==> config.mk <==
export PLATFORM = sky130hd
export DESIGN_NAME = ctl_exc_unit
export DESIGN_NICKNAME = d
export VERILOG_FILES = /design/src/inc/ctl_exc_pkg.sv /design/src/shadow_set_file.sv /design/src/ctl_exc_unit.sv
export SDC_FILE = /design/constraint.sdc
export NUM_CORES = 2
export LEC_CHECK = 0
export ABC_AREA = 1
export BUFFER_PORTS_ARGS = -buffer_cell sky130_fd_sc_hd__buf_4
export CAP_MARGIN = 20
export CORE_ASPECT_RATIO = 1.25
export CORE_MARGIN = 4
export CORE_UTILIZATION = 33
export CTS_CLUSTER_DIAMETER = 80
export DETAILED_ROUTE_END_ITERATION = 10
export PLACE_DENSITY = 0.59
export SKIP_CTS_REPAIR_TIMING = 1
export SLEW_MARGIN = 25
export SYNTH_ARGS = -nofsm -noshare
export SYNTH_HDL_FRONTEND = slang
export SYNTH_HIERARCHICAL = 1
export SYNTH_SLANG_ARGS = --single-unit
==> constraint.sdc <==
create_clock -name core_clk_in -period 7.05 [get_ports core_clk_in]
set_input_delay 2.115 -clock core_clk_in [delete_from_list [all_inputs] [get_ports core_clk_in]]
set_output_delay 2.115 -clock core_clk_in [all_outputs]
set_load 0.005 [all_outputs]
==> src/inc/ctl_exc_pkg.sv <==
// Purpose: shared constants and types of the control instruction unit
// Assumes: 32-bit data path, 5-bit register and control indices
// Notes:   control indices, status fields and software offsets are fixed here
package ctl_exc_pkg;
  localparam int DATA_W    = 32;
  localparam int REG_IDX_W = 5;
  localparam int CTL_IDX_W = 5;
  localparam int CI_N_W    = 8;

  // control instruction classes handed in by the decoder
  typedef enum logic [4:0] {
    op_nop, op_trap, op_eret, op_break, op_bret, op_rdctl, op_wrctl,
    op_flushd, op_flushda, op_flushi, op_initd, op_initda, op_initi,
    op_flushp, op_sync, op_rdprs, op_wrprs, op_custom,
    op_mul, op_muli, op_mulxss, op_mulxsu, op_mulxuu, op_div, op_divu
  } op_t;

  typedef enum logic [2:0] {
    cache_none, cache_flushd, cache_flushda, cache_flushi,
    cache_initd, cache_initda, cache_initi
  } cache_op_t;

  // control register indices
  localparam logic [CTL_IDX_W-1:0] CTL_STATUS  = 5'h00;
  localparam logic [CTL_IDX_W-1:0] CTL_ESTATUS = 5'h01;
  localparam logic [CTL_IDX_W-1:0] CTL_BSTATUS = 5'h02;
  localparam logic [CTL_IDX_W-1:0] CTL_RET_ADDR = 5'h03;
  localparam logic [CTL_IDX_W-1:0] CTL_BA      = 5'h04;

  // status fields
  localparam int STATUS_PIE_BIT = 0;
  localparam int STATUS_U_BIT   = 1;
  localparam int STATUS_PRS_LSB = 16;
  localparam logic [DATA_W-1:0] STATUS_RST = 32'h0000_0000;
  localparam logic [DATA_W-1:0] ZERO_WORD  = 32'h0000_0000;

  // software port
  localparam int REG_ADDR_W = 8;
  localparam logic [REG_ADDR_W-1:0] REG_SUPPORT    = 8'h00;
  localparam logic [REG_ADDR_W-1:0] REG_STATE      = 8'h04;
  localparam logic [REG_ADDR_W-1:0] REG_UNIMPL_CNT = 8'h08;
  localparam int UNIMPL_SLOTS = 8;
  localparam logic [UNIMPL_SLOTS-1:0] SUPPORT_RST = 8'hFF;
  localparam int CNT_W   = 16;
  localparam int STATE_W = 3;
endpackage

==> src/shadow_set_file.sv <==
// Purpose: general register storage of all register sets
// Assumes: one registered read port, one write port, same clock
// Notes:   contents are not reset; register zero is stored like any other
`timescale 1ns/1ns
module shadow_set_file #(
  parameter int NUM_SETS = 2,
  parameter int SET_W    = 1
) (
  input  wire logic                                core_clk_in,
  input  wire logic                                rd_en_in,
  input  wire logic [SET_W-1:0]                    rd_set_in,
  input  wire logic [ctl_exc_pkg::REG_IDX_W-1:0]   rd_idx_in,
  output logic      [ctl_exc_pkg::DATA_W-1:0]      rd_data_out,
  input  wire logic                                wr_en_in,
  input  wire logic [SET_W-1:0]                    wr_set_in,
  input  wire logic [ctl_exc_pkg::REG_IDX_W-1:0]   wr_idx_in,
  input  wire logic [ctl_exc_pkg::DATA_W-1:0]      wr_data_in
);
  localparam int WORDS = NUM_SETS * (1 << ctl_exc_pkg::REG_IDX_W);
  localparam int AW    = SET_W + ctl_exc_pkg::REG_IDX_W;

  logic [ctl_exc_pkg::DATA_W-1:0] mem [WORDS];
  wire  [AW-1:0]                  rd_addr = {rd_set_in, rd_idx_in};
  wire  [AW-1:0]                  wr_addr = {wr_set_in, wr_idx_in};

  always_ff @(posedge core_clk_in) begin
    if (wr_en_in) begin
      mem[wr_addr] <= wr_data_in;
    end
    if (rd_en_in) begin
      rd_data_out <= mem[rd_addr];
    end
  end
endmodule // shadow_set_file

==> src/ctl_exc_unit.sv <==
// Purpose: executes control instructions and raises unimplemented traps
// Assumes: decoder issues one classified instruction while busy_out is low
// Notes:   arithmetic of supported multiply/divide is forwarded elsewhere
// Behaviour
// - trap copies status into saved-status register.
// - trap stores its return address into the exception return register.
// - trap then redirects fetch to the general exception handler.
// - exception return restores status and resumes at saved return address.
// - break and break-return enter and leave debug break processing.
// - control read copies control to general register; write does reverse.
// - six cache maintenance operations are issued to the caches.
// - prefetch flush discards prefetched instructions and refetches.
// - barrier holds later loads and stores until earlier operations finish.
// - other-set read and write move values between register sets.
// - register zero of a shadow set is writable and never assumed zero.
// - custom opcode is handed to user logic whose result is written back.
// - unsupported instruction traps as unimplemented instead of running.
// - only multiply, multiply-high, divide and initda may raise it.
// - every other instruction never raises the unimplemented exception.
// - unimplemented exception is raised even inside an exception handler.
//
// Added by the designer: the plain strobed port and the register offsets.
`timescale 1ns/1ns
module ctl_exc_unit #(
  parameter int                               NUM_SETS = 2,
  parameter logic [ctl_exc_pkg::DATA_W-1:0]   EXC_ADDR = 32'h0000_0020,
  parameter logic [ctl_exc_pkg::DATA_W-1:0]   BRK_ADDR = 32'h0000_0040
) (
  input  wire logic                               core_clk_in,
  input  wire logic                               rst_b_in,
  input  wire logic                               issue_in,
  input  wire ctl_exc_pkg::op_t                   op_in,
  input  wire logic [ctl_exc_pkg::CTL_IDX_W-1:0]  ctl_idx_in,
  input  wire logic [ctl_exc_pkg::REG_IDX_W-1:0]  dest_idx_in,
  input  wire logic [ctl_exc_pkg::REG_IDX_W-1:0]  src_idx_in,
  input  wire logic [ctl_exc_pkg::DATA_W-1:0]     opnd_a_in,
  input  wire logic [ctl_exc_pkg::DATA_W-1:0]     opnd_b_in,
  input  wire logic [ctl_exc_pkg::DATA_W-1:0]     next_pc_in,
  input  wire logic [ctl_exc_pkg::CI_N_W-1:0]     ci_sel_in,
  output logic                                    busy_out,
  output logic                                    done_out,
  output logic                                    wb_valid_out,
  output logic      [ctl_exc_pkg::REG_IDX_W-1:0]  wb_dest_out,
  output logic      [ctl_exc_pkg::DATA_W-1:0]     wb_data_out,
  output logic                                    redirect_out,
  output logic      [ctl_exc_pkg::DATA_W-1:0]     redirect_addr_out,
  output logic                                    prefetch_flush_out,
  output logic                                    arith_fwd_out,
  output logic      [ctl_exc_pkg::DATA_W-1:0]     status_out,
  input  wire logic                               mem_pending_in,
  output logic                                    mem_hold_out,
  output logic                                    cache_req_out,
  output ctl_exc_pkg::cache_op_t                  cache_kind_out,
  output logic      [ctl_exc_pkg::DATA_W-1:0]     cache_addr_out,
  input  wire logic                               cache_ack_in,
  output logic                                    ci_start_out,
  output logic      [ctl_exc_pkg::CI_N_W-1:0]     ci_sel_out,
  output logic      [ctl_exc_pkg::DATA_W-1:0]     ci_dataa_out,
  output logic      [ctl_exc_pkg::DATA_W-1:0]     ci_datab_out,
  input  wire logic                               ci_done_in,
  input  wire logic [ctl_exc_pkg::DATA_W-1:0]     ci_result_in,
  input  wire logic [ctl_exc_pkg::REG_ADDR_W-1:0] reg_addr_in,
  input  wire logic [ctl_exc_pkg::DATA_W-1:0]     reg_wdata_in,
  input  wire logic                               reg_wr_in,
  input  wire logic                               reg_rd_in,
  output logic      [ctl_exc_pkg::DATA_W-1:0]     reg_rdata_out
);
  localparam int SET_W = (NUM_SETS > 1) ? $clog2(NUM_SETS) : 1;
  localparam int DW    = ctl_exc_pkg::DATA_W;

  if (NUM_SETS < 2 || NUM_SETS > 64) begin : g_chk
    $error("NUM_SETS must lie between 2 and 64");
  end

  typedef enum logic [ctl_exc_pkg::STATE_W-1:0] {
    s_idle, s_cache_wait, s_sync_wait, s_prs_wait, s_ci_wait
  } state_t;

  ////////////////////////////////////////////////////////////////////////////
  // decode helpers

  // {valid, slot} of the instructions that may lack hardware
  function automatic logic [3:0] unimpl_slot(ctl_exc_pkg::op_t op);
    case (op)
      ctl_exc_pkg::op_mul:    unimpl_slot = 4'h8;
      ctl_exc_pkg::op_muli:   unimpl_slot = 4'h9;
      ctl_exc_pkg::op_mulxss: unimpl_slot = 4'hA;
      ctl_exc_pkg::op_mulxsu: unimpl_slot = 4'hB;
      ctl_exc_pkg::op_mulxuu: unimpl_slot = 4'hC;
      ctl_exc_pkg::op_div:    unimpl_slot = 4'hD;
      ctl_exc_pkg::op_divu:   unimpl_slot = 4'hE;
      ctl_exc_pkg::op_initda: unimpl_slot = 4'hF;
      default:                unimpl_slot = 4'h0;
    endcase
  endfunction

  function automatic ctl_exc_pkg::cache_op_t cache_kind(ctl_exc_pkg::op_t op);
    case (op)
      ctl_exc_pkg::op_flushd:  cache_kind = ctl_exc_pkg::cache_flushd;
      ctl_exc_pkg::op_flushda: cache_kind = ctl_exc_pkg::cache_flushda;
      ctl_exc_pkg::op_flushi:  cache_kind = ctl_exc_pkg::cache_flushi;
      ctl_exc_pkg::op_initd:   cache_kind = ctl_exc_pkg::cache_initd;
      ctl_exc_pkg::op_initda:  cache_kind = ctl_exc_pkg::cache_initda;
      ctl_exc_pkg::op_initi:   cache_kind = ctl_exc_pkg::cache_initi;
      default:                 cache_kind = ctl_exc_pkg::cache_none;
    endcase
  endfunction

  ////////////////////////////////////////////////////////////////////////////
  // state

  state_t                                state_r, state_nxt;
  logic [DW-1:0]                         status_r, status_nxt;
  logic [DW-1:0]                         estatus_r, estatus_nxt;
  logic [DW-1:0]                         bstatus_r, bstatus_nxt;
  logic [DW-1:0]                         exception_return_addr_reg;
  logic [DW-1:0]                         ret_addr_nxt;
  logic [DW-1:0]                         ba_r, ba_nxt;
  logic [ctl_exc_pkg::UNIMPL_SLOTS-1:0]  support_r;
  logic [ctl_exc_pkg::CNT_W-1:0]         unimpl_cnt_r;
  logic [2:0]                            last_slot_r;
  logic [ctl_exc_pkg::REG_IDX_W-1:0]     dest_r;
  logic [DW-1:0]                         ctl_rd_data;
  logic [DW-1:0]                         prs_rd_data;
  logic [DW-1:0]                         reg_rd_mux;

  wire accept     = issue_in && (state_r == s_idle);
  wire [3:0] slot = unimpl_slot(op_in);
  wire take_unimpl = accept && slot[3] && !support_r[slot[2:0]];
  wire fwd_arith  = accept && slot[3] && support_r[slot[2:0]] &&
                    (op_in != ctl_exc_pkg::op_initda);
  wire kind_valid = cache_kind(op_in) != ctl_exc_pkg::cache_none;
  wire cache_go   = accept && kind_valid && !take_unimpl;
  wire trap_go    = accept && (op_in == ctl_exc_pkg::op_trap);
  wire eret_go    = accept && (op_in == ctl_exc_pkg::op_eret);
  wire brk_go     = accept && (op_in == ctl_exc_pkg::op_break);
  wire bret_go    = accept && (op_in == ctl_exc_pkg::op_bret);
  wire flushp_go  = accept && (op_in == ctl_exc_pkg::op_flushp);
  wire rdctl_go   = accept && (op_in == ctl_exc_pkg::op_rdctl);
  wire wrctl_go   = accept && (op_in == ctl_exc_pkg::op_wrctl);
  wire rdprs_go   = accept && (op_in == ctl_exc_pkg::op_rdprs);
  wire wrprs_go   = accept && (op_in == ctl_exc_pkg::op_wrprs);
  wire ci_go      = accept && (op_in == ctl_exc_pkg::op_custom);
  wire sync_go    = accept && (op_in == ctl_exc_pkg::op_sync);
  wire [SET_W-1:0] prev_set = status_r[ctl_exc_pkg::STATUS_PRS_LSB +: SET_W];

  // status on exception or break entry: interrupts off, supervisor mode
  wire [DW-1:0] entry_status = status_r &
    ~((DW'(1) << ctl_exc_pkg::STATUS_PIE_BIT) |
      (DW'(1) << ctl_exc_pkg::STATUS_U_BIT));

  wire single_done = accept && !cache_go && !sync_go && !rdprs_go && !ci_go;
  wire redirect_go = trap_go || take_unimpl || eret_go || brk_go ||
                     bret_go || flushp_go;

  wire [DW-1:0] redirect_addr =
    (trap_go || take_unimpl) ? EXC_ADDR :
    eret_go                  ? exception_return_addr_reg :
    brk_go                   ? BRK_ADDR :
    bret_go                  ? ba_r :
                               next_pc_in;

  always_comb begin
    case (ctl_idx_in)
      ctl_exc_pkg::CTL_STATUS:  ctl_rd_data = status_r;
      ctl_exc_pkg::CTL_ESTATUS: ctl_rd_data = estatus_r;
      ctl_exc_pkg::CTL_BSTATUS: ctl_rd_data = bstatus_r;
      ctl_exc_pkg::CTL_RET_ADDR: ctl_rd_data = exception_return_addr_reg;
      ctl_exc_pkg::CTL_BA:      ctl_rd_data = ba_r;
      default:                  ctl_rd_data = ctl_exc_pkg::ZERO_WORD;
    endcase
  end

  ////////////////////////////////////////////////////////////////////////////
  // control register next values

  always_comb begin
    status_nxt  = status_r;
    estatus_nxt = estatus_r;
    bstatus_nxt = bstatus_r;
    ret_addr_nxt = exception_return_addr_reg;
    ba_nxt      = ba_r;
    if (trap_go || take_unimpl) begin
      estatus_nxt = status_r;
      ret_addr_nxt = next_pc_in;
      status_nxt  = entry_status;
    end else if (eret_go) begin
      status_nxt = estatus_r;
    end else if (brk_go) begin
      bstatus_nxt = status_r;
      ba_nxt      = next_pc_in;
      status_nxt  = entry_status;
    end else if (bret_go) begin
      status_nxt = bstatus_r;
    end else if (wrctl_go) begin
      case (ctl_idx_in)
        ctl_exc_pkg::CTL_STATUS:  status_nxt  = opnd_a_in;
        ctl_exc_pkg::CTL_ESTATUS: estatus_nxt = opnd_a_in;
        ctl_exc_pkg::CTL_BSTATUS: bstatus_nxt = opnd_a_in;
        ctl_exc_pkg::CTL_RET_ADDR: ret_addr_nxt = opnd_a_in;
        ctl_exc_pkg::CTL_BA:      ba_nxt      = opnd_a_in;
        default:                  status_nxt  = status_r;
      endcase
    end
  end

  ////////////////////////////////////////////////////////////////////////////
  // sequencer

  always_comb begin
    state_nxt = state_r;
    case (state_r)
      s_idle: begin
        if (cache_go) begin
          state_nxt = s_cache_wait;
        end else if (sync_go) begin
          state_nxt = s_sync_wait;
        end else if (rdprs_go) begin
          state_nxt = s_prs_wait;
        end else if (ci_go) begin
          state_nxt = s_ci_wait;
        end
      end
      s_cache_wait: if (cache_ack_in) begin
        state_nxt = s_idle;
      end
      s_sync_wait: if (!mem_pending_in) begin
        state_nxt = s_idle;
      end
      s_prs_wait: state_nxt = s_idle;
      s_ci_wait: if (ci_done_in) begin
        state_nxt = s_idle;
      end
      default: state_nxt = s_idle;
    endcase
  end

  wire cache_fin = (state_r == s_cache_wait) && cache_ack_in;
  wire sync_fin  = (state_r == s_sync_wait) && !mem_pending_in;
  wire prs_fin   = (state_r == s_prs_wait);
  wire ci_fin    = (state_r == s_ci_wait) && ci_done_in;

  wire          wb_go   = rdctl_go || prs_fin || ci_fin;
  wire [DW-1:0] wb_data = rdctl_go ? ctl_rd_data :
                          prs_fin  ? prs_rd_data :
                                     ci_result_in;

  shadow_set_file #(
    .NUM_SETS (NUM_SETS),
    .SET_W    (SET_W)
  ) u_sets (
    .core_clk_in (core_clk_in),
    .rd_en_in    (rdprs_go),
    .rd_set_in   (prev_set),
    .rd_idx_in   (src_idx_in),
    .rd_data_out (prs_rd_data),
    .wr_en_in    (wrprs_go),
    .wr_set_in   (prev_set),
    .wr_idx_in   (dest_idx_in),
    .wr_data_in  (opnd_a_in)
  );

  ////////////////////////////////////////////////////////////////////////////
  // software port

  always_comb begin
    case (reg_addr_in)
      ctl_exc_pkg::REG_SUPPORT:
        reg_rd_mux = DW'(support_r);
      ctl_exc_pkg::REG_STATE:
        reg_rd_mux = DW'({last_slot_r, 1'b0, state_r});
      ctl_exc_pkg::REG_UNIMPL_CNT:
        reg_rd_mux = DW'(unimpl_cnt_r);
      default:
        reg_rd_mux = ctl_exc_pkg::ZERO_WORD;
    endcase
  end

  always_ff @(posedge core_clk_in or negedge rst_b_in) begin
    if (!rst_b_in) begin
      support_r     <= ctl_exc_pkg::SUPPORT_RST;
      reg_rdata_out <= ctl_exc_pkg::ZERO_WORD;
    end else begin
      if (reg_wr_in && reg_addr_in == ctl_exc_pkg::REG_SUPPORT) begin
        support_r <= reg_wdata_in[ctl_exc_pkg::UNIMPL_SLOTS-1:0];
      end
      reg_rdata_out <= reg_rd_in ? reg_rd_mux : ctl_exc_pkg::ZERO_WORD;
    end
  end

  ////////////////////////////////////////////////////////////////////////////
  // registers

  always_ff @(posedge core_clk_in or negedge rst_b_in) begin
    if (!rst_b_in) begin
      state_r                   <= s_idle;
      status_r                  <= ctl_exc_pkg::STATUS_RST;
      estatus_r                 <= ctl_exc_pkg::STATUS_RST;
      bstatus_r                 <= ctl_exc_pkg::STATUS_RST;
      exception_return_addr_reg <= ctl_exc_pkg::ZERO_WORD;
      ba_r                      <= ctl_exc_pkg::ZERO_WORD;
      unimpl_cnt_r              <= '0;
      last_slot_r               <= 3'h0;
      dest_r                    <= '0;
    end else begin
      state_r                   <= state_nxt;
      status_r                  <= status_nxt;
      estatus_r                 <= estatus_nxt;
      bstatus_r                 <= bstatus_nxt;
      exception_return_addr_reg <= ret_addr_nxt;
      ba_r                      <= ba_nxt;
      if (take_unimpl) begin
        unimpl_cnt_r <= unimpl_cnt_r + 1'b1;
        last_slot_r  <= slot[2:0];
      end
      if (accept) begin
        dest_r <= dest_idx_in;
      end
    end
  end

  // registered outputs toward the pipeline
  always_ff @(posedge core_clk_in or negedge rst_b_in) begin
    if (!rst_b_in) begin
      busy_out           <= 1'b0;
      done_out           <= 1'b0;
      wb_valid_out       <= 1'b0;
      wb_dest_out        <= '0;
      wb_data_out        <= ctl_exc_pkg::ZERO_WORD;
      redirect_out       <= 1'b0;
      redirect_addr_out  <= ctl_exc_pkg::ZERO_WORD;
      prefetch_flush_out <= 1'b0;
      arith_fwd_out      <= 1'b0;
      status_out         <= ctl_exc_pkg::STATUS_RST;
      mem_hold_out       <= 1'b0;
    end else begin
      busy_out           <= state_nxt != s_idle;
      done_out           <= single_done || cache_fin || sync_fin ||
                            prs_fin || ci_fin;
      wb_valid_out       <= wb_go;
      wb_dest_out        <= rdctl_go ? dest_idx_in : dest_r;
      wb_data_out        <= wb_go ? wb_data : wb_data_out;
      redirect_out       <= redirect_go;
      redirect_addr_out  <= redirect_go ? redirect_addr : redirect_addr_out;
      prefetch_flush_out <= redirect_go;
      arith_fwd_out      <= fwd_arith;
      status_out         <= status_nxt;
      mem_hold_out       <= (state_nxt == s_sync_wait);
    end
  end

  // registered outputs toward caches and custom logic
  always_ff @(posedge core_clk_in or negedge rst_b_in) begin
    if (!rst_b_in) begin
      cache_req_out  <= 1'b0;
      cache_kind_out <= ctl_exc_pkg::cache_none;
      cache_addr_out <= ctl_exc_pkg::ZERO_WORD;
      ci_start_out   <= 1'b0;
      ci_sel_out     <= '0;
      ci_dataa_out   <= ctl_exc_pkg::ZERO_WORD;
      ci_datab_out   <= ctl_exc_pkg::ZERO_WORD;
    end else begin
      cache_req_out <= (state_nxt == s_cache_wait);
      if (cache_go) begin
        cache_kind_out <= cache_kind(op_in);
        cache_addr_out <= opnd_a_in;
      end
      ci_start_out <= ci_go;
      if (ci_go) begin
        ci_sel_out   <= ci_sel_in;
        ci_dataa_out <= opnd_a_in;
        ci_datab_out <= opnd_b_in;
      end
    end
  end
endmodule // ctl_exc_unit

* Word-level counts from Yosys, hierarchy flattened
Memories as Yosys holds them, arrays and structs flattened. A register that Yosys moved wholly into a read port is not among the register bits.
Index checks and enable logic that the tools add are counted.
** Storage, ports and cells
- Output and inout bits :: 249
- Memories kept :: 2
- Register bits :: 411
- RAM bits :: 2048
- Memory bits (read-only) :: 128
- Logic and storage cells :: 183
- Bits of input ports :: 204
** Memory list
- u_sets.mem :: words 64, width 32, rd ports 1, clocked after memory_dff 1, wr ports 1, line shadow_set_file.sv:22 : logic [ctl_exc_pkg::DATA_W-1:0] mem [WORDS];
- (name not given) :: words 32, width 4, rd ports 1, clocked after memory_dff 0, wr ports 0, line ctl_exc_unit.sv:84 : case (op)
** Cells by class
- Add/sub/neg operators :: 1
- Order comparisons :: 1
- Mux-type cells :: 49
- Reductions and logical operators :: 65
- Eq/ne operators :: 35
- Bitwise gates (word level) :: 2
** Operator list (count)
- 2-to-1 mux 32 bit :: 32
- case mux 32 bit (5 select lines) :: 1
- case mux 16 bit (3 select lines) :: 1
- == test 5 x 4 -> 1 bit, second input constant :: 8
- logical AND 1 bit :: 26
- == test 5 x 3 -> 1 bit, second input constant :: 5
- 2-to-1 mux 3 bit :: 7
- == test 5 x 2 -> 1 bit, second input constant :: 4
- AND reduction 5 bit :: 4
- case mux 3 bit (6 select lines) :: 1
- adder 16 x 1 -> 16 bit, second input constant :: 1
- case mux 3 bit (4 select lines) :: 1
- nonzero test 2 bit :: 6
- nonzero test 3 bit :: 4
- logical OR 1 bit :: 11
- == test 5 x 1 -> 1 bit, second input constant :: 2
- == test 5 bit, second input constant :: 2
- nonzero test 5 bit :: 2
- == test 3 x 2 -> 1 bit, second input constant :: 3
- == test 8 x 3 -> 1 bit, second input constant :: 1
- == test 8 x 4 -> 1 bit, second input constant :: 1
- logical NOT 8 bit :: 1
- logical NOT 1 bit :: 7
- == test 3 x 1 -> 1 bit, second input constant :: 2
- other kinds (14) :: 20

* Logic depth before layout (Yosys ltp)
An unclocked memory read counts as a cell.
- Word-level depth :: 16
- Gate-level depth with buffers :: 14
- Gate-level depth less buffers :: 14

* Cells and area by module
The synthesis kept the hierarchy.
** By module, submodules not included
- shadow_set_file :: area each 83058.4 µm², seq. area each 62459.9 µm², cells an instance 6769, instances 1
- ctl_exc_unit :: area each 19517.5 µm², seq. area each 9894.5 µm², cells an instance 2481, instances 1

* Worst setup path after synthesis
OpenSTA, ideal clock, no wires.
- Path kind :: input to register
- From :: input op_in[2]
- To :: memory u_sets/mem[48][0] (netlist bit) (enable)
- Arrival time :: 6286 ps
- Buffers on the path :: 1
- Cell stages on the path :: 8
- Library setup time :: 502 ps
- Required time :: 6548 ps
- Path slack :: 262 ps
- Cell sequence :: nor2_1 -> inv_1 -> nor2_1 -> inv_1 -> nor3_1 -> clkbuf_1 -> nand4_1 -> nor4_1
** Between the ends
- Longest elaborated chain between the ends :: 4
** RTL lines
- start, declared :: line ctl_exc_unit.sv:32 : input wire ctl_exc_pkg::op_t op_in,
- == test 5 bit :: line ctl_exc_unit.sv:142 : wire wrprs_go = accept && (op_in == ctl_exc_pkg::op_wrprs);
- logical AND 1 bit :: line ctl_exc_unit.sv:142
- named net wrprs_go :: line ctl_exc_unit.sv:142
- 2-to-1 mux 1 bit :: line shadow_set_file.sv:27 : if (wr_en_in) begin
- 2-to-1 mux 1 bit (not written as such) :: line shadow_set_file.sv:28 : mem[wr_addr] <= wr_data_in;
- end, declared :: line shadow_set_file.sv:22
The timed path passes the listed nets, and every way through them passes these cells.

==> results.txt <==
Status - completed
DR vias/cell - 5.32
RSZ-0062 raised after global routing - false
Number of flip-flops in the largest register - 2,048
CP arrival - 5260 ps
Fin util - 38.0%
Routed wire per std cell - 24.7 um
Post-placement cell count - 13.4k
Critical Path Start Type - primary input
CP required - 7670 ps
Layout cells sized above 1 - 10.8%
Fill count - 29.4k
Setup Viol. Count Final - 0
Drc violations - 0
Number of flops mapped to enable cells by yosys - 2,080
Leak - 43.8 nW
Post-route ant nets - 0
GRT overflow - 0
YS warnings - 6
Worst skew pair latency - 890 ps
Mapped Cells - 9,250
Gpl congestion - 0.921
Rows - 228
Drt pass-1 iters - 9
Fraction of synthesized area in multiplexers - 0.0878%
Max-cap violations - 0
Post-Syn Area - 103,000 sq um
Largest family of logic cells by synthesized area - simple AND/OR/NAND/NOR gates
Hold WC Path Type - reg2reg
Critical path type - in2reg
H-tree depth - 4
GRT Total Usage - 20.5%
Clk pin slew, worst setup/hold paths - 60 ps
P&R area growth vs syn - 14.6%
Multi-input logic area - 26,900 sq um
Post-synthesis simple-gate area fraction - 22.7%
Sink Count - 2,475
CTS tree - done
Worst reg-to-reg setup slack - 3170 ps
Fin crit period - 4640 ps
Post-synth ARST share - 16.0%
Final WL - 341,000 um
Die ar. - 320,000 sq um
Register area - 72,400 sq um
Setup_tns - 0 ps
Slew @ Worst Pin - 1130 ps
Count of pins over their slew limit - 0
Seq/Total Area, Yosys - 70.5%
Clock skew - 56.4 ps
Final std cells w/o fill - 13.8k
Register bit total from synthesis - 2,475
Placeable Area - 309,000 sq um
Top FF cell, synth - edfxtp_1
Period utilization - 65.8%
Xor/xnor share of the synthesized area - 0.128%
Starting Density - 33.2%
Number of global-route vias before repair - 69.1k
1st-iter DRT viols - 8,347
Root buf cell - clkbuf_16
Fin. Hold Viols - 0
Compound-Gate Fraction of Synth Area - 2.78%
CP max FO - 238
Fmax - 0.216 GHz
Post-Synth Adder-Cell Area - 0.0122%
CTS buffer count - 238
DR vias - 73.5k
Hold slack final - 471 ps
Top reg by flops - u_sets/mem
Relative slew margins - 24.8%
Clk buf depth - 4
Final HPWL from detailed placement - 197,000 um
Die height - 631 um
Ports - 453
Initial antenna violation count - 43
PwrDens - 288 nW/um^2
Synth Area per Inst - 11.1 sq um
Largest net degree at the start of global routing - 239
PortBufs - 412
Nets@finish - 9,690
Max VDD drop - 231 uV
Total power - 33.8 mW
CP endpoint kind - register
Global-route wire length before repair - 487,000 um
Die Wd - 507 um
Synth unique cells - 47
## critical path, cell delays in order
cell,delay [ps]
buf_8,580
inv_16,430
buf_4,530
nand2_1,120
nand3_1,80
nand3_1,100
nand3_1,160
nand3_1,280
nand2_1,270
nand2_1,180
nand2_1,120
## report_power, final
group          total, mW  switching [mW]  internal (mW)
clock               12.3            5.45           6.82
sequential          17.4           0.746           16.7
combinational       4.17            2.69           1.48
## kinds of logic (layout without fill, tap and decap cells)
family | after synthesis | in the layout
AND/OR/NAND/NOR | 5449 | 5449
flip-flops | 2475 | 2475
buffers and inverters | 831 | 1234
AO/OA/AOI/OAI | 470 | 470
XOR/XNOR | 15 | 15
multiplexers | 8 | 8
adder cells (fa/ha/maj) | 1 | 1
other | 1 | 36
## cell type report
cell class | count | area share [%]
Sequential cell | 2475 | 61.6
Multi-Input combinational cell | 5959 | 22.9
Clock buffer | 305 | 5.43
Tap cell | 4140 | 4.41
Timing Repair Buffer | 595 | 4.14
Clock inverter | 118 | 0.788
Inverter | 216 | 0.722
Antenna cell | 20 | 0.0426
## per-stage QoR
| step | setup slack (ps) | area, sq um |
|---|---|---|
| after floorplan | 262 | 103000 |
| after global placement | 1700 | 110000 |
| after detailed placement | 1670 | 110000 |
| after CTS | 2610 | 117000 |
| after global routing | 2320 | 117000 |
| final | 2410 | 118000 |
## placed cells by master (no fill, tap or decap), drive strengths merged, types with 15 or more instances in the layout
cell,Yosys,routed
edfxtp,2080,2080
inv,215,220
clkinv,1,92
conb,1,16
buf,455,595
o211ai,76,76
xor2,15,15
clkbuf,160,305
nor2,293,293
dfrtp,387,387
nand2,3050,3050
o21ai,202,202
nand4,18,18
diode,0,20
o21a,29,29
a31oi,96,96
nand3,2059,2059
nor3,20,20
o22ai,45,45
## cell usage after synthesis, types with 2 or more instances
cell type	number	share of area [%]
a31oi_1	96	0.59
nor3_2	2	0.020
buf_8	2	0.029
a21oi_1	9	0.044
inv_2	11	0.040
o21a_1	29	0.21
clkbuf_1	159	0.58
o21ai_1	3	0.015
inv_1	203	0.74
o211ai_1	76	0.56
nor4_1	9	0.055
buf_4	72	0.53
nor2_4	4	0.044
mux2_2	8	0.088
nand4_1	17	0.10
dfstp_2	8	0.20
o22ai_1	45	0.27
buf_2	321	1.6
buf_6	11	0.12
nor2_2	4	0.024
o221ai_1	6	0.051
dfrtp_1	387	9.4
o21ai_0	199	0.97
nand3_1	2055	10
buf_1	49	0.18
edfxtp_1	2080	61
nor3_1	18	0.088
nor2_1	285	1.0
nand2_2	5	0.030
nand2_1	3044	11
xor2_1	15	0.13
nand3_2	3	0.029
## routing by layer
layer  track usage [%]  vias to the layer above  part of all wire [%]
met3              4.11                      698                   9.0
met1              26.0                    36444                    38
met4              10.4                       34                   5.5
met5                 0                        -                 0.066
met2              33.1                     3629                    47
li1                  -                    32700                     -
## worst paths after layout
| path | to | cells past startpoint | start |
|---|---|---|---|
| max in group asynchronous | ci_datab_out[0] | 2 | rst_b_in |
| min in group asynchronous | ci_dataa_out[30] | 1 | rst_b_in |
| setup / recovery | u_sets/rd_data_out[18] | 11 | src_idx_in[0] |
| hold / removal | ci_datab_out[23] | 2 | ci_datab_out[23] |
| hold reg to reg | ci_datab_out[23] | 2 | ci_datab_out[23] |
| setup reg to reg | redirect_addr_out[16] | 10 | state_r[2] |
No activity file was read; power rests on OpenSTA's default activity.
